$ cat config.mk
export PLATFORM = sky130hd
export DESIGN_NAME = cssp_top
export DESIGN_NICKNAME = d
export VERILOG_FILES = /design/src/hdl/cssp_pkg.sv /design/src/hdl/cssp_top.sv
export SDC_FILE = /design/constraint.sdc
export NUM_CORES = 1
export LEC_CHECK = 0
export BUFFER_PORTS_ARGS = -buffer_cell sky130_fd_sc_hd__buf_2
export CORE_ASPECT_RATIO = 1.75
export CORE_MARGIN = 2
export CORE_UTILIZATION = 25
export DETAILED_ROUTE_END_ITERATION = 8
export SETUP_SLACK_MARGIN = 0.02
export SYNTH_ARGS = -nofsm -noshare
export SYNTH_HDL_FRONTEND = slang
export SYNTH_SLANG_ARGS = --single-unit
export TNS_END_PERCENT = 20
$ cat constraint.sdc
create_clock -name mclk -period 8.62 [get_ports mclk]
set_input_delay 0.431 -clock mclk [delete_from_list [all_inputs] [get_ports mclk]]
set_output_delay 0.431 -clock mclk [all_outputs]
set_load 0.1 [all_outputs]
$ cat src/hdl/cssp_pkg.sv
package cssp_pkg;
   // register offsets as printed (7-bit register space)
   localparam logic [6:0] OFF_PIN_FUNC   = 7'h0B;
   localparam logic [6:0] OFF_CLK_SEL    = 7'h24;
   localparam logic [6:0] OFF_IDLE_LVL   = 7'h25;
   localparam logic [6:0] OFF_DATA_LO    = 7'h26;
   localparam logic [6:0] OFF_DATA_HI    = 7'h27;
   localparam logic [6:0] OFF_STATUS     = 7'h28;
   // field positions
   localparam int PF_XFER_BIT   = 3;
   localparam int PF_DIR_BIT    = 2;
   localparam int PF_ENA_BIT    = 1;
   localparam int IDLE_LVL_BIT  = 1;
   localparam int CS_DIV4_BIT   = 3;
   localparam int ST_FLAG_BIT   = 0;
   // reset values
   localparam logic [3:0] RST_PIN_FUNC = 4'h0;
   localparam logic [3:0] RST_CLK_SEL  = 4'h0;
   localparam logic [1:0] RST_IDLE_LVL = 2'h0;
   // timing
   localparam int CLK_SEL_DELAY = 2;  // instructions until a clock select acts
   localparam int BITS_PER_XFER = 8;
   localparam logic [2:0] CNT_ZERO = 3'h0;
   localparam logic [2:0] CSEL_SYSCLK = 3'h6;
   localparam logic [2:0] CSEL_EXT    = 3'h7;
   typedef enum logic [1:0] {
      ST_START_WAIT = 2'b00,
      ST_CLK_WAIT   = 2'b01,
      ST_XFER       = 2'b10,
      ST_CONT       = 2'b11
   } cssp_state_t;
endpackage

$ cat src/hdl/cssp_top.sv
// How it works
// - one transfer moves exactly eight data bits
// - pin function bits 3,2,1 select mode
// - data register shifts out and in
// - output pin undefined until data or idle
// - start clears counter; counter counts rising edges
// - leaving transfer clears counter, sets flag
// - reset gives start-wait; clock edges ignored
// - start in start-wait enters clock-wait
// - first edge in clock-wait starts transfer
// - continuous mode with internal clock enters clock output state
// - clock select write returns to start-wait
// - start during transfer returns to clock-wait
// - after eight clocks: external clock-wait, internal stop
// - continuous state only drives serial clock
// - idle output level from idle control bit
// - eighth noisy pulse ends transfer, flag set
// - dummy clock select write sets flag again
// - no flag if stopped in first low phase
// - lsb first; out on fall, in on rise
// - clock select acts two instructions later
// - prescaler, system clock or external selection
//
// Added by the designer: the address-and-strobe port.
module cssp_top #(
   parameter int PRESCALE_W = 14  // prescaler width, 2048*4 needs 13 bits
) (
   input  wire logic       mclk,        // system clock
   input  wire logic       rst,         // synchronous reset
   input  wire logic [6:0] reg_addr,    // register address
   input  wire logic [3:0] reg_wdata,   // write data nibble
   input  wire logic       reg_wr,      // write strobe
   input  wire logic       reg_rd,      // read strobe
   output logic      [3:0] reg_rdata,   // read data, cycle after strobe
   input  wire logic       start_xfer,  // start instruction pulse
   input  wire logic       flag_clr,    // clear request flag pulse
   output logic            req_flag,    // serial request flag
   input  wire logic       sck_in,      // serial clock pin input
   output logic            sck_out,     // serial clock pin output level
   output logic            sck_oe_n,    // low while clock pin driven
   input  wire logic       sdi,         // serial data in
   output logic            sdo,         // serial data out
   output logic            sdo_oe_n     // low while data pin driven
);
   initial begin
      if (PRESCALE_W < 13 || PRESCALE_W > 24)
         $error("PRESCALE_W out of range");
   end

   logic [3:0]  pin_func_q, clk_sel_q, clk_sel_act_q;
   logic [1:0]  idle_lvl_q;
   logic [7:0]  shreg_q;
   logic [2:0]  cnt_q;
   logic [1:0]  csdly_q;
   logic        flag_q, sdo_q, sck_gen_q, sck_s1_q, sck_s2_q, sck_s3_q;
   logic        first_low_q, cs_pend_q;
   logic [PRESCALE_W-1:0] pre_q;
   logic [3:0]  rdata_q;
   cssp_pkg::cssp_state_t state_q, state_d;

   wire wr_pin  = reg_wr && reg_addr == cssp_pkg::OFF_PIN_FUNC;
   wire wr_cs   = reg_wr && reg_addr == cssp_pkg::OFF_CLK_SEL;
   wire wr_idle = reg_wr && reg_addr == cssp_pkg::OFF_IDLE_LVL;
   wire wr_lo   = reg_wr && reg_addr == cssp_pkg::OFF_DATA_LO;
   wire wr_hi   = reg_wr && reg_addr == cssp_pkg::OFF_DATA_HI;

   // mode decode from pin function bits
   wire pf_en    = pin_func_q[cssp_pkg::PF_ENA_BIT];
   wire mode_cont = pf_en && !pin_func_q[cssp_pkg::PF_XFER_BIT];
   wire mode_rx  = pf_en && pin_func_q[cssp_pkg::PF_XFER_BIT]
                   && !pin_func_q[cssp_pkg::PF_DIR_BIT];
   wire mode_tx  = pf_en && pin_func_q[cssp_pkg::PF_XFER_BIT]
                   && pin_func_q[cssp_pkg::PF_DIR_BIT];
   wire ext_clk  = clk_sel_act_q[2:0] == cssp_pkg::CSEL_EXT;

   // internal clock period select: tap of the prescaler
   function automatic int tap_of(input logic [3:0] sel);
      int t;
      t = 0;
      case (sel[2:0])
         3'h0: t = 11;
         3'h1: t = 9;
         3'h2: t = 7;
         3'h3: t = 5;
         3'h4: t = 3;
         3'h5: t = 1;
         default: t = 0;
      endcase
      return t + (sel[cssp_pkg::CS_DIV4_BIT] ? 1 : 0);
   endfunction

   // one generated edge every half period; system clock mode toggles
   // every cycle for div2, every other cycle for div4
   logic [PRESCALE_W-1:0] half_mask;
   always_comb begin
      half_mask = '0;
      if (clk_sel_act_q[2:0] == cssp_pkg::CSEL_SYSCLK)
         half_mask = clk_sel_act_q[3] ? PRESCALE_W'(1) : '0;
      else
         half_mask = PRESCALE_W'((1 << tap_of(clk_sel_act_q)) - 1);
   end
   wire gen_run  = !ext_clk && (state_q == cssp_pkg::ST_CLK_WAIT
                   || state_q == cssp_pkg::ST_XFER
                   || state_q == cssp_pkg::ST_CONT) && !cs_pend_q;
   wire gen_tick = gen_run && ((pre_q & half_mask) == half_mask);

   // edges of the serial clock seen by the shifter
   wire ext_fall = sck_s3_q && !sck_s2_q;
   wire ext_rise = !sck_s3_q && sck_s2_q;
   wire sck_fall = ext_clk ? ext_fall : gen_tick && sck_gen_q;
   wire sck_rise = ext_clk ? ext_rise : gen_tick && !sck_gen_q;
   wire sck_lvl  = ext_clk ? sck_s2_q : sck_gen_q;
   wire cnt_last = cnt_q == 3'(cssp_pkg::BITS_PER_XFER - 1);

   // leaving transfer: flag unless stopped in first low phase
   wire xfer_done = state_q == cssp_pkg::ST_XFER && sck_rise && cnt_last;
   wire xfer_abort = state_q == cssp_pkg::ST_XFER && (start_xfer || wr_cs);
   wire set_flag  = xfer_done || (xfer_abort && !first_low_q)
                    || (wr_cs && state_q == cssp_pkg::ST_START_WAIT
                        && !flag_q);

   always_comb begin
      state_d = state_q;
      case (state_q)
         cssp_pkg::ST_START_WAIT: begin
            if (start_xfer)
               state_d = cssp_pkg::ST_CLK_WAIT;
         end
         cssp_pkg::ST_CLK_WAIT: begin
            if (wr_cs)
               state_d = cssp_pkg::ST_START_WAIT;
            else if (sck_fall && mode_cont && !ext_clk)
               state_d = cssp_pkg::ST_CONT;
            else if (sck_fall && (mode_rx || mode_tx))
               state_d = cssp_pkg::ST_XFER;
         end
         cssp_pkg::ST_XFER: begin
            if (wr_cs)
               state_d = cssp_pkg::ST_START_WAIT;
            else if (start_xfer)
               state_d = cssp_pkg::ST_CLK_WAIT;
            else if (xfer_done)
               state_d = ext_clk ? cssp_pkg::ST_CLK_WAIT
                                 : cssp_pkg::ST_START_WAIT;
         end
         cssp_pkg::ST_CONT: begin
            if (wr_cs)
               state_d = cssp_pkg::ST_START_WAIT;
         end
         default: state_d = cssp_pkg::ST_START_WAIT;
      endcase
   end

   always_ff @(posedge mclk) begin
      if (rst) begin
         state_q <= cssp_pkg::ST_START_WAIT;
      end else begin
         state_q <= state_d;
      end
   end

   // registers written by software
   always_ff @(posedge mclk) begin
      if (rst) begin
         pin_func_q <= cssp_pkg::RST_PIN_FUNC;
         clk_sel_q  <= cssp_pkg::RST_CLK_SEL;
         idle_lvl_q <= cssp_pkg::RST_IDLE_LVL;
      end else begin
         if (wr_pin)
            pin_func_q <= reg_wdata;
         if (wr_cs)
            clk_sel_q <= reg_wdata;
         if (wr_idle && state_q != cssp_pkg::ST_XFER)
            idle_lvl_q <= reg_wdata[1:0];
      end
   end

   // clock select takes effect after two instruction slots
   always_ff @(posedge mclk) begin
      if (rst) begin
         clk_sel_act_q <= cssp_pkg::RST_CLK_SEL;
         csdly_q       <= 2'h0;
         cs_pend_q     <= 1'b0;
      end else if (wr_cs) begin
         csdly_q   <= 2'(cssp_pkg::CLK_SEL_DELAY);
         cs_pend_q <= 1'b1;
      end else if (cs_pend_q) begin
         if (csdly_q == 2'h1) begin
            clk_sel_act_q <= clk_sel_q;
            cs_pend_q     <= 1'b0;
         end
         csdly_q <= csdly_q - 2'h1;
      end
   end

   // prescaler and generated serial clock (idle high)
   always_ff @(posedge mclk) begin
      if (rst || !gen_run) begin
         pre_q     <= '0;
         sck_gen_q <= 1'b1;
      end else begin
         pre_q <= pre_q + PRESCALE_W'(1);
         if (gen_tick)
            sck_gen_q <= !sck_gen_q;
      end
   end

   // pin sampling: s1 feeds s2, s2 feeds s3
   always_ff @(posedge mclk) begin
      if (rst) begin
         sck_s1_q <= 1'b1;
         sck_s2_q <= 1'b1;
         sck_s3_q <= 1'b1;
      end else begin
         sck_s1_q <= sck_in;
         sck_s2_q <= sck_s1_q;
         sck_s3_q <= sck_s2_q;
      end
   end

   // pulse counter and first-low tracking
   always_ff @(posedge mclk) begin
      if (rst) begin
         cnt_q       <= cssp_pkg::CNT_ZERO;
         first_low_q <= 1'b0;
      end else if (start_xfer || wr_cs || xfer_done) begin
         cnt_q       <= cssp_pkg::CNT_ZERO;
         first_low_q <= 1'b0;
      end else if (state_q == cssp_pkg::ST_XFER && sck_rise) begin
         cnt_q       <= cnt_q + 3'h1;
         first_low_q <= 1'b0;
      end else if (state_q == cssp_pkg::ST_CLK_WAIT && state_d ==
                   cssp_pkg::ST_XFER) begin
         first_low_q <= 1'b1;
      end
   end

   // request flag: hardware set wins over clear
   always_ff @(posedge mclk) begin
      if (rst)
         flag_q <= 1'b0;
      else if (set_flag)
         flag_q <= 1'b1;
      else if (flag_clr)
         flag_q <= 1'b0;
   end

   // shift register and data pin; lsb first
   wire in_xfer = state_q == cssp_pkg::ST_XFER || state_d == cssp_pkg::ST_XFER;
   always_ff @(posedge mclk) begin
      if (rst) begin
         shreg_q <= 8'h00;
         sdo_q   <= 1'b1;
      end else begin
         if (wr_lo)
            shreg_q[3:0] <= reg_wdata;
         else if (wr_hi)
            shreg_q[7:4] <= reg_wdata;
         else if (in_xfer && sck_rise && state_q == cssp_pkg::ST_XFER)
            shreg_q <= {(mode_rx ? sdi : shreg_q[0]),
                        shreg_q[7:1]};
         if (in_xfer && sck_fall && mode_tx)
            sdo_q <= shreg_q[0];
         else if (!in_xfer && (wr_idle || state_q == cssp_pkg::ST_START_WAIT))
            sdo_q <= wr_idle ? reg_wdata[cssp_pkg::IDLE_LVL_BIT]
                             : idle_lvl_q[cssp_pkg::IDLE_LVL_BIT];
      end
   end

   // read port
   wire [3:0] rd_mux =
      reg_addr == cssp_pkg::OFF_DATA_LO ? shreg_q[3:0] :
      reg_addr == cssp_pkg::OFF_DATA_HI ? shreg_q[7:4] :
      reg_addr == cssp_pkg::OFF_STATUS  ?
         {state_q, sck_lvl, flag_q} : 4'h0;
   always_ff @(posedge mclk) begin
      if (rst)
         rdata_q <= 4'h0;
      else
         rdata_q <= reg_rd ? rd_mux : 4'h0;
   end

   assign reg_rdata = rdata_q;
   assign req_flag  = flag_q;
   assign sck_out   = sck_gen_q;
   assign sck_oe_n  = !(pf_en && !ext_clk);
   assign sdo       = sdo_q;
   assign sdo_oe_n  = !(pf_en && !mode_rx && !mode_cont);
endmodule

---- Yosys cells after proc, flatten, opt, wreduce, memory -nomap -nowiden ----
Cells that the tools add are included.
operators by class
  $add $sub $neg .......................... 5
  eq/ne operators ......................... 22
  shift operators ......................... 1
  mux-type cells .......................... 36
  bitwise logic cells ..................... 4
  reductions and logical operators ........ 74
operators by type and width
  cell                     count
  $eq A7 B6 Y1 const B     5
  $logic_and A1 B1 Y1      35
  $add A32 B2 Y32          1
  $mux W32                 1
  $shl A1 B32 Y14 const A  1
  $mux W4                  6
  $pmux W4 S6              1
  $mux W2                  10
  $eq A3 B3 Y1 const B     5
  $logic_not A1 Y1         15
  $mux W1                  15
  $add A14 B1 Y14 const B  1
  $and A14 B14 Y14         1
  $eq A14 B14 Y1           1
  $mux W14                 1
  $sub A14 B2 Y14 const B  1
  $logic_or A1 B1 Y1       10
  $reduce_bool A2 Y1       5
  $mux W8                  1
  $pmux W2 S4              1
  $eq A7 B4 Y1 const B     1
  $eq A2 B2 Y1 const B     3
  $eq A3 B2 Y1 const B     2
  $reduce_or A2 Y1         3
  other kinds (11)         16
word-level totals
  register bits ........................... 55
  input port bits ......................... 19
  output and inout port bits .............. 9
  logic and storage cells ................. 162

---- Depth between registers and ports, before layout ----
Gate-level depths: netlist of run 1.
  word-level depth ........................ 25
  depth in mapped cells ................... 18

---- Worst setup path before layout of run 1 ----
No wires, ideal clock.
  path kind ............................... flip-flop to flip-flop
  from .................................... register clk_sel_act_q[2]
  to ...................................... register shreg_q[0]
  setup time .............................. 121 ps
  arrival time ............................ 3960 ps
  required time ........................... 8499 ps
  path slack .............................. 4539 ps
  cell stages (with the launch flop) ...... 19
  period minus slack after synthesis ...... 4081 ps
  path through ............................ dfxtp_1 > nand2_1 > ha_1 > ha_1 > clkbuf_1 > nand2b_1 > o31ai_1 > nand3_1 > ha_1 > clkbuf_1 > or2_1 > o41ai_1 > nand3b_1 > o2111ai_1 > nor2_1 > a21boi_4 > o21ai_4 > a21oi_4 > mux2_4
on the way
  word-level cells in the longest chain between the ends .. 24
  elaborated cells on any way between the ends .. 43
ends and longest elaborated chain
  what                                        RTL line         source
  from (decl)                                 cssp_top.sv:50   logic [3:0] pin_func_q, clk_sel_q, clk_sel_act_q;
  from (signal assigned)                      cssp_top.sv:181  clk_sel_act_q <= cssp_pkg::RST_CLK_SEL;
  from (signal assigned)                      cssp_top.sv:189  clk_sel_act_q <= clk_sel_q;
  $eq A3 B3 Y1, or another cell as far along  cssp_top.sv:80   case (sel[2:0])
  $pmux W4 S6                                 cssp_top.sv:80
  $mux W32                                    cssp_top.sv:97   if (clk_sel_act_q[2:0] == cssp_pkg::CSEL_SYSCLK)
  $add A32 B2 Y32                             cssp_top.sv:89   return t + (sel[cssp_pkg::CS_DIV4_BIT] ? 1 : 0);
  $shl A1 B32 Y14                             cssp_top.sv:100  half_mask = PRESCALE_W'((1 << tap_of(clk_sel_act_q)) - 1);
  $sub A14 B2 Y14                             cssp_top.sv:100
  $mux W14                                    cssp_top.sv:97
  $and A14 B14 Y14                            cssp_top.sv:105  wire gen_tick = gen_run && ((pre_q & half_mask) == half_mask);
  (+7 left out)                               n/a
  $mux W2                                     cssp_top.sv:140  else if (start_xfer)
  $mux W2                                     cssp_top.sv:138  if (wr_cs)
  $pmux W2 S4                                 cssp_top.sv:124  case (state_q)
  $eq A2 B2 Y1                                cssp_top.sv:249  wire in_xfer = state_q == cssp_pkg::ST_XFER || state_d == cssp_pkg::ST_XFER;
  $logic_or A1 B1 Y1                          cssp_top.sv:249
  $logic_and A1 B1 Y1 * (2 in a row)          cssp_top.sv:259  else if (in_xfer && sck_rise && state_q == cssp_pkg::ST_XFER)
  $reduce_bool A2 Y1 (no source line) *       n/a
  $reduce_and A2 Y1 (no source line) *        n/a
  to (signal assigned)                        cssp_top.sv:256  shreg_q[3:0] <= reg_wdata;
  to (signal assigned)                        cssp_top.sv:260  shreg_q <= {(mode_rx ? sdi : shreg_q[0]),
  to (decl)                                   cssp_top.sv:52   logic [7:0] shreg_q;
Every way passes the cells marked *; elsewhere a longest branch is shown, timed or not. The select of a mux whose other input is x is not followed.
A chain may end at the register's enable or synchronous reset.

---- Worst setup path in the final report of run 1 ----
  from .................................... register clk_sel_act_q[1]
  to ...................................... register shreg_q[3]
Same word-level chain as after synthesis.

==> results.yml, run 1 <==
status:
  status: "finished, final reports clean"
clock_tree:
  cts_tree: "yes"
  clockRootBuffer: "clkbuf_16"
  ctsLongestPathBuffers: 2
  cts_sinks: 53
  clock_latency_ns: 0.30
  postCtsHoldBufs: 0
  h-tree-depth: 2
  ctsResizeCount: 0
  cts_buffers: 5
  post_cts_buffers: 0
  path_clk_slew_ns: 0.08
logic_synthesis:
  syn_area_um2: 3200
  synth_edf_count: 0
  synth_top_area_share_pct: 33.1
  synthFlopType: "dfxtp_1"
  syn_nets: 424
  async_flop_share_pct: 0
  ys_ff_latch: 53
  avgSynthCellArea_um2: 8.05
  synth_cell_type_count: 64
  yosys.area.top_type: "dfxtp_1"
  synth_top_cells_by_area: "dfxtp_1, a21oi_1, mux2i_1"
  syn_inst: 398
  yosysSeqAreaShare_pct: 33.1
  yosys_warnings: 0
cells_and_area:
  drive_above_1_share_pct: 13.1
  postLayoutCoreUtil_pct: 29.0
  final_nets: 438
  n_antenna_cell: 0
  areaGrowthSynthToFinish_pct: 13.3
  fillers: 1378
power_and_ir_drop:
  cellLeakagePower_nw: 1.26
  ir_worst_vdd_mv: 0.0721
  powerDensity_nw_per_um2: 137
  power.switching_mw: 0.129
  p_comb_share_pct: 6.9
  seqPwrFrac_pct: 50.6
  switching_share_pct: 25.8
  p_int_mw: 0.370
  pwr-share-clk_pct: 42.5
placement:
  place.port_buffers: 27
  place_hpwl_mm: 7.07
  finalWeightedCongestion: 0.972
  dpl_worst_slack_ns: 3.79
global_route:
  grt_pass1_vias: 3040
  grt_max_degree: 39
  antenna_found_initial: 0
  grt_pass1_wl_mm: 15.2
  gr-total-overflow: 0
  grt_use_total_pct: 14.1
sta:
  hold_viol_final: 0
  finClkSkew_ns: 0.0112
  period_minus_slack_ns: 4.90
  grt_setup_unrepaired: "false"
  fin_crit_sh_pct: 56.9
  setup_viol: 0
  timing.final.ws_setup_ns: 3.72
  maxSlewViolCount: 0
  finalSetupTns_ns: 0
  maxSlewHeadroom_pct: 35.2
  max_freq_mhz: 204
  tightest_slew_ns: 0.963
detailed_routing:
  ant_nets: 0
  vias_per_cell: 5.20
  drt_wl_total_mm: 9.15
  vias: 3024
  dr.pass1.iters: 4
  drt-initial-drc-count: 146
  post_drt_wl_per_cell_um: 15.8
  drc_errors: 0
floorplan:
  die_h_um: 154
  design.die.area_um2: 13800
  rows: 54
  core_um2: 12500
  initial_core_util_pct: 25.6
  die_w_um: 89.6
  io_pins: 28
setup_path:
  cp-start-kind: "flop"
  worstPathMaxFanout: 13
  endpoint_kind: "flop"
  worstSetupPathType: "flop to flop"
  required_ns: 8.82
  arrival_ns: 5.10
min_path:
  hold_path_class: "input pin to flop"
run:
  cap_violations: 0
## metrics by stage
| step | total power, mW | cell area, um2 | cells | hold WS, ns |
|---|---|---|---|---|
| after global routing | 0.518 | 3630 | 581 | 0.319 |
| after CTS | 0.505 | 3630 | 581 | 0.310 |
| after global placement | 0.291 | 3470 | 573 | 0.400 |
| after floorplan | 0.280 | 3200 | 398 | 0.389 |
| final | 0.499 | 3630 | 581 | 0.313 |
| after detailed placement | 0.292 | 3470 | 573 | 0.399 |
## cell type report
class	count	area, um2	area share [%]
Inverter	13	48.8	1.34
Sequential cell	53	1060	29.2
Tap cell	168	210	5.79
Clock buffer	5	125	3.45
Multi-Input combinational cell	312	2020	55.5
Clock inverter	3	33.8	0.930
Timing Repair Buffer	27	135	3.72
## cell usage in the layout (no fill, tap or decap), types with 2 or more instances in the layout
master,netlist,final
o211ai_1,2,2
nor4_1,2,2
and3_1,6,6
nor2b_1,10,10
a21oi_1,34,34
nand3_1,11,11
nand2b_1,14,14
nor2_1,42,42
inv_1,11,11
buf_2,2,27
o21ai_0,11,11
mux2_4,5,5
o31ai_1,3,3
nor3b_1,3,3
nand2_1,39,39
nand4_1,8,8
xnor2_1,6,6
ha_1,7,7
or2_2,4,4
a2111oi_0,4,4
nor4b_1,2,2
o21ai_1,2,2
and2_1,3,3
mux2i_1,16,16
xor2_1,5,5
a311oi_1,2,2
dfxtp_1,53,53
a211oi_1,6,6
nor4bb_1,5,5
nand3b_1,4,4
clkbuf_16,0,5
a22oi_1,2,2
clkinv_4,0,2
o221ai_1,2,2
nor3_1,13,13
or2_1,2,2
a31oi_1,5,5
or3_1,7,7
## Yosys cell counts, types with 3 or more instances
| cell type | number |
|---|---|
| nor2_1 | 42 |
| mux2i_1 | 16 |
| nand4_1 | 8 |
| ha_1 | 7 |
| dfxtp_1 | 53 |
| nor2b_1 | 10 |
| nor4bb_1 | 5 |
| a31oi_1 | 5 |
| a211oi_1 | 6 |
| or3_1 | 7 |
| a2111oi_0 | 4 |
| nand2b_1 | 14 |
| nor3_1 | 13 |
| clkbuf_1 | 18 |
| xor2_1 | 5 |
| o31ai_1 | 3 |
| a21oi_1 | 34 |
| nand3b_1 | 4 |
| nand3_1 | 11 |
| nor3b_1 | 3 |
| mux2_4 | 5 |
| nand2_1 | 39 |
| inv_1 | 11 |
| and3_1 | 6 |
| or2_2 | 4 |
| o21ai_0 | 11 |
| and2_1 | 3 |
| xnor2_1 | 6 |
## critical path, stage by stage, from the launching register on
cell	delay, ns
dfxtp_1	0.47
nand2_1	0.25
ha_1	0.26
ha_1	0.40
nand2b_1	0.13
o31ai_1	0.52
nand3_1	0.16
ha_1	0.33
nor2_1	0.19
mux2i_1	0.08
o311ai_0	0.76
nor2_1	0.24
a21boi_4	0.31
o21ai_4	0.14
a21oi_4	0.23
mux2_4	0.33
## power by group through the flow
stage	registers (mW)	logic (mW)	clock network, mW
2_1_floorplan	0.260	0.0191	0
3_3_place_gp	0.258	0.0335	0
3_5_place_dp	0.258	0.0343	0
4_1_cts	0.252	0.0344	0.218
5_1_grt	0.253	0.0377	0.227
6_report	0.252	0.0345	0.212
## kinds of logic after synthesis
group,after synthesis,share of synthesized area [%]
AND/OR/NAND/NOR,180,29.4
AO/OA/AOI/OAI,92,20.1
multiplexers,22,7.69
buffers and inverters,33,3.94
XOR/XNOR,11,3.01
adder cells (fa/ha/maj),7,2.73
flip-flops,53,33.1
## final timing paths
| check | startpoint | to | slack [ns] | cells after the start |
|---|---|---|---|---|
| worst min register to register | sck_s1_q | sck_s2_q | 0.42 | 1 |
| worst min-delay path | sck_in | sck_s1_q | 0.31 | 2 |
| worst max-delay path | clk_sel_act_q[1] | shreg_q[3] | 3.72 | 15 |
| worst max register to register | clk_sel_act_q[1] | shreg_q[3] | 3.72 | 15 |
## metal layers
layer | track usage (%) | vias to the layer above | wire (um)
li1 | - | 1476 | -
met2 | 24.3 | 85 | 4840
met1 | 15.5 | 1431 | 3560
met5 | 0 | - | 0
met3 | 2.31 | 32 | 265
met4 | 8.17 | 0 | 490
## sequential cells by signal, summed over array words and instances, names as in the netlist, 2 cells and up
register       count
state_q            2
cnt_q              3
reg_rdata          4
shreg_q            8
clk_sel_q          4
pin_func_q         3
csdly_q            2
pre_q             14
clk_sel_act_q      4
No activity file was read; power rests on OpenSTA's default activity.
==> run 2: changes to the inputs <==
clock period = 4.41 ns   (was 8.62 ns; I/O delays follow)
==> results.yml, run 2 (synthesized netlist as in run 1, its figures left out) <==
floorplan:
  rows: 54
  initial_core_util_pct: 25.6
  die_w_um: 89.6
  design.die.area_um2: 13800
  die_h_um: 154
  core_um2: 12500
  io_pins: 28
sta:
  finClkSkew_ns: 0.0177
  maxSlewViolCount: 0
  tightest_slew_ns: 0.965
  period_minus_slack_ns: 4.11
  fin_crit_sh_pct: 93.1
  max_freq_mhz: 244
  hold_viol_final: 0
  maxSlewHeadroom_pct: 34.8
  setup_viol: 0
detailed_routing:
  vias_per_cell: 5.14
  drt-initial-drc-count: 140
  drt_wl_total_mm: 9.03
  ant_nets: 0
  dr.pass1.iters: 4
  drc_errors: 0
  vias: 3016
  post_drt_wl_per_cell_um: 15.4
cells_and_area:
  top_register: "pre_q"
  postLayoutCoreUtil_pct: 29.4
  instances_no_fill: 587
  layout_common_cells: "dfxtp_1, nor2_1, nand2_1, a21oi_1, buf_2"
  drive_above_1_share_pct: 15.0
  top_regs: "pre_q x14, shreg_q x8"
  postLayoutCellArea_um2: 3680
  final_nets: 444
  final_common_cell: "dfxtp_1"
  areaGrowthSynthToFinish_pct: 14.8
  fillers: 1323
  largest_reg_flops: 14
  n_antenna_cell: 0
global_route:
  grt_use_total_pct: 13.9
  grt_max_degree: 39
  gr-total-overflow: 0
  grt_pass1_vias: 3098
  antenna_found_initial: 0
  grt_pass1_wl_mm: 15.2
clock_tree:
  post_cts_buffers: 0
  clock_latency_ns: 0.31
  path_clk_slew_ns: 0.08
  clockRootBuffer: "clkbuf_16"
  h-tree-depth: 2
  cts_tree: "yes"
  ctsLongestPathBuffers: 2
  cts_sinks: 53
  cts_buffers: 5
setup_path:
  worstPathMaxFanout: 11
  cpMaxStageDelayCell: "or3_1"
  endpoint_kind: "flop"
  cpPeakStageDelay_ns: 0.36
  cp-start-kind: "flop"
  path_cells: "nand2_1 -> ha_1 -> ha_2 -> nand2b_1 -> o31ai_1 -> buf_4 -> nand3_1 -> ha_2 -> or3_1 -> o32a_1 -> a311oi_1 -> nor3_1 -> o2111a_2 -> a21boi_4 -> o21ai_4 -> a21oi_4 -> mux2_4"
  critPathBufInv: 1
  crit_top_cell: "ha_2"
  arrival_ns: 4.31
  cp_top_family: "compound AO/OA/AOI/OAI gates"
  worstSetupPathType: "flop to flop"
  required_ns: 4.61
placement:
  finalWeightedCongestion: 0.954
  place.port_buffers: 27
  dp.cells: 579
  place_hpwl_mm: 6.97
  place_area_um2: 3520
power_and_ir_drop:
  p_comb_share_pct: 7.0
  pwr-share-clk_pct: 42.2
  p_int_mw: 0.721
  powerDensity_nw_per_um2: 264
  cellLeakagePower_nw: 1.28
  power.switching_mw: 0.251
  ir_worst_vdd_mv: 0.157
  switching_share_pct: 25.9
  total_power_mw: 0.972
  seqPwrFrac_pct: 50.8
status:
  status: "finished, final reports clean"
min_path:
  hold_path_class: "input pin to flop"
run:
  cap_violations: 0
## run 2: changes by cell type in the layout (fill, tap and decap cells not counted)
cell / before / now
buf_4: 0 / 6
clkinv_4: 2 / 0
clkinvlp_4: 0 / 2
ha_1: 7 / 5
ha_2: 0 / 2
clkinv_8: 1 / 0
inv_8: 0 / 1
o221ai_1: 2 / 1
o221ai_2: 0 / 1
## run 2: metrics by stage
stage                     setup TNS [ns]  hold WS [ns]  setup slack (ns)
after global placement                 0         0.394             0.296
after detailed placement               0         0.397             0.184
after floorplan                        0         0.324             0.329
final                                  0        0.0825             0.305
after CTS                              0        0.0866             0.190
after global routing            -0.00499        0.0987          -0.00499
## run 2: worst reg2reg max path, delay by kind of cell, from the launching register on
family          cells  cell delay (ns)
buf+inv             1             0.18
fa+ha+maj           3             0.79
mux                 1             0.32
compound gates      7             1.61
simple gates        5             0.81
flops               1             0.31
## run 2: area by class of cell
class	instances	area (um2)	share of cell area, %
Multi-Input combinational cell	312	2030	55.1
Sequential cell	53	1060	28.8
Tap cell	168	210	5.71
Timing Repair Buffer	33	180	4.90
Clock buffer	5	125	3.40
Inverter	13	48.8	1.33
Clock inverter	3	26.3	0.714
## run 2: power groups by stage
stage | combinational [mW] | sequential (mW) | clock (mW)
2_1_floorplan | 0.0374 | 0.509 | 0
3_3_place_gp | 0.0658 | 0.505 | 0
3_5_place_dp | 0.0667 | 0.505 | 0
4_1_cts | 0.0669 | 0.493 | 0.420
5_1_grt | 0.0744 | 0.495 | 0.435
6_report | 0.0676 | 0.494 | 0.411
## run 2: repair_timing
action | in CTS | in global routing
resized for setup | 0 | 3
endpoints found under the setup margin | 0 | 12
hold buffers | 0 | 0
## run 2: worst paths after layout
| kind | start | endpoint | slack [ns] | cells after the start |
|---|---|---|---|---|
| hold reg to reg | sck_s1_q | sck_s2_q | 0.41 | 1 |
| hold / removal | sck_in | sck_s1_q | 0.08 | 2 |
| setup reg to reg | clk_sel_act_q[2] | shreg_q[2] | 0.30 | 17 |
| setup / recovery | clk_sel_act_q[2] | shreg_q[2] | 0.30 | 17 |
## run 2: routing by layer
layer / wire (um) / GRT usage (%) / vias to the layer above
met5: 0 / 0 / -
met3: 295 / 1.77 / 28
li1: - / - / 1488
met4: 400 / 6.82 / 0
met2: 4790 / 24.8 / 84
met1: 3550 / 15.6 / 1416
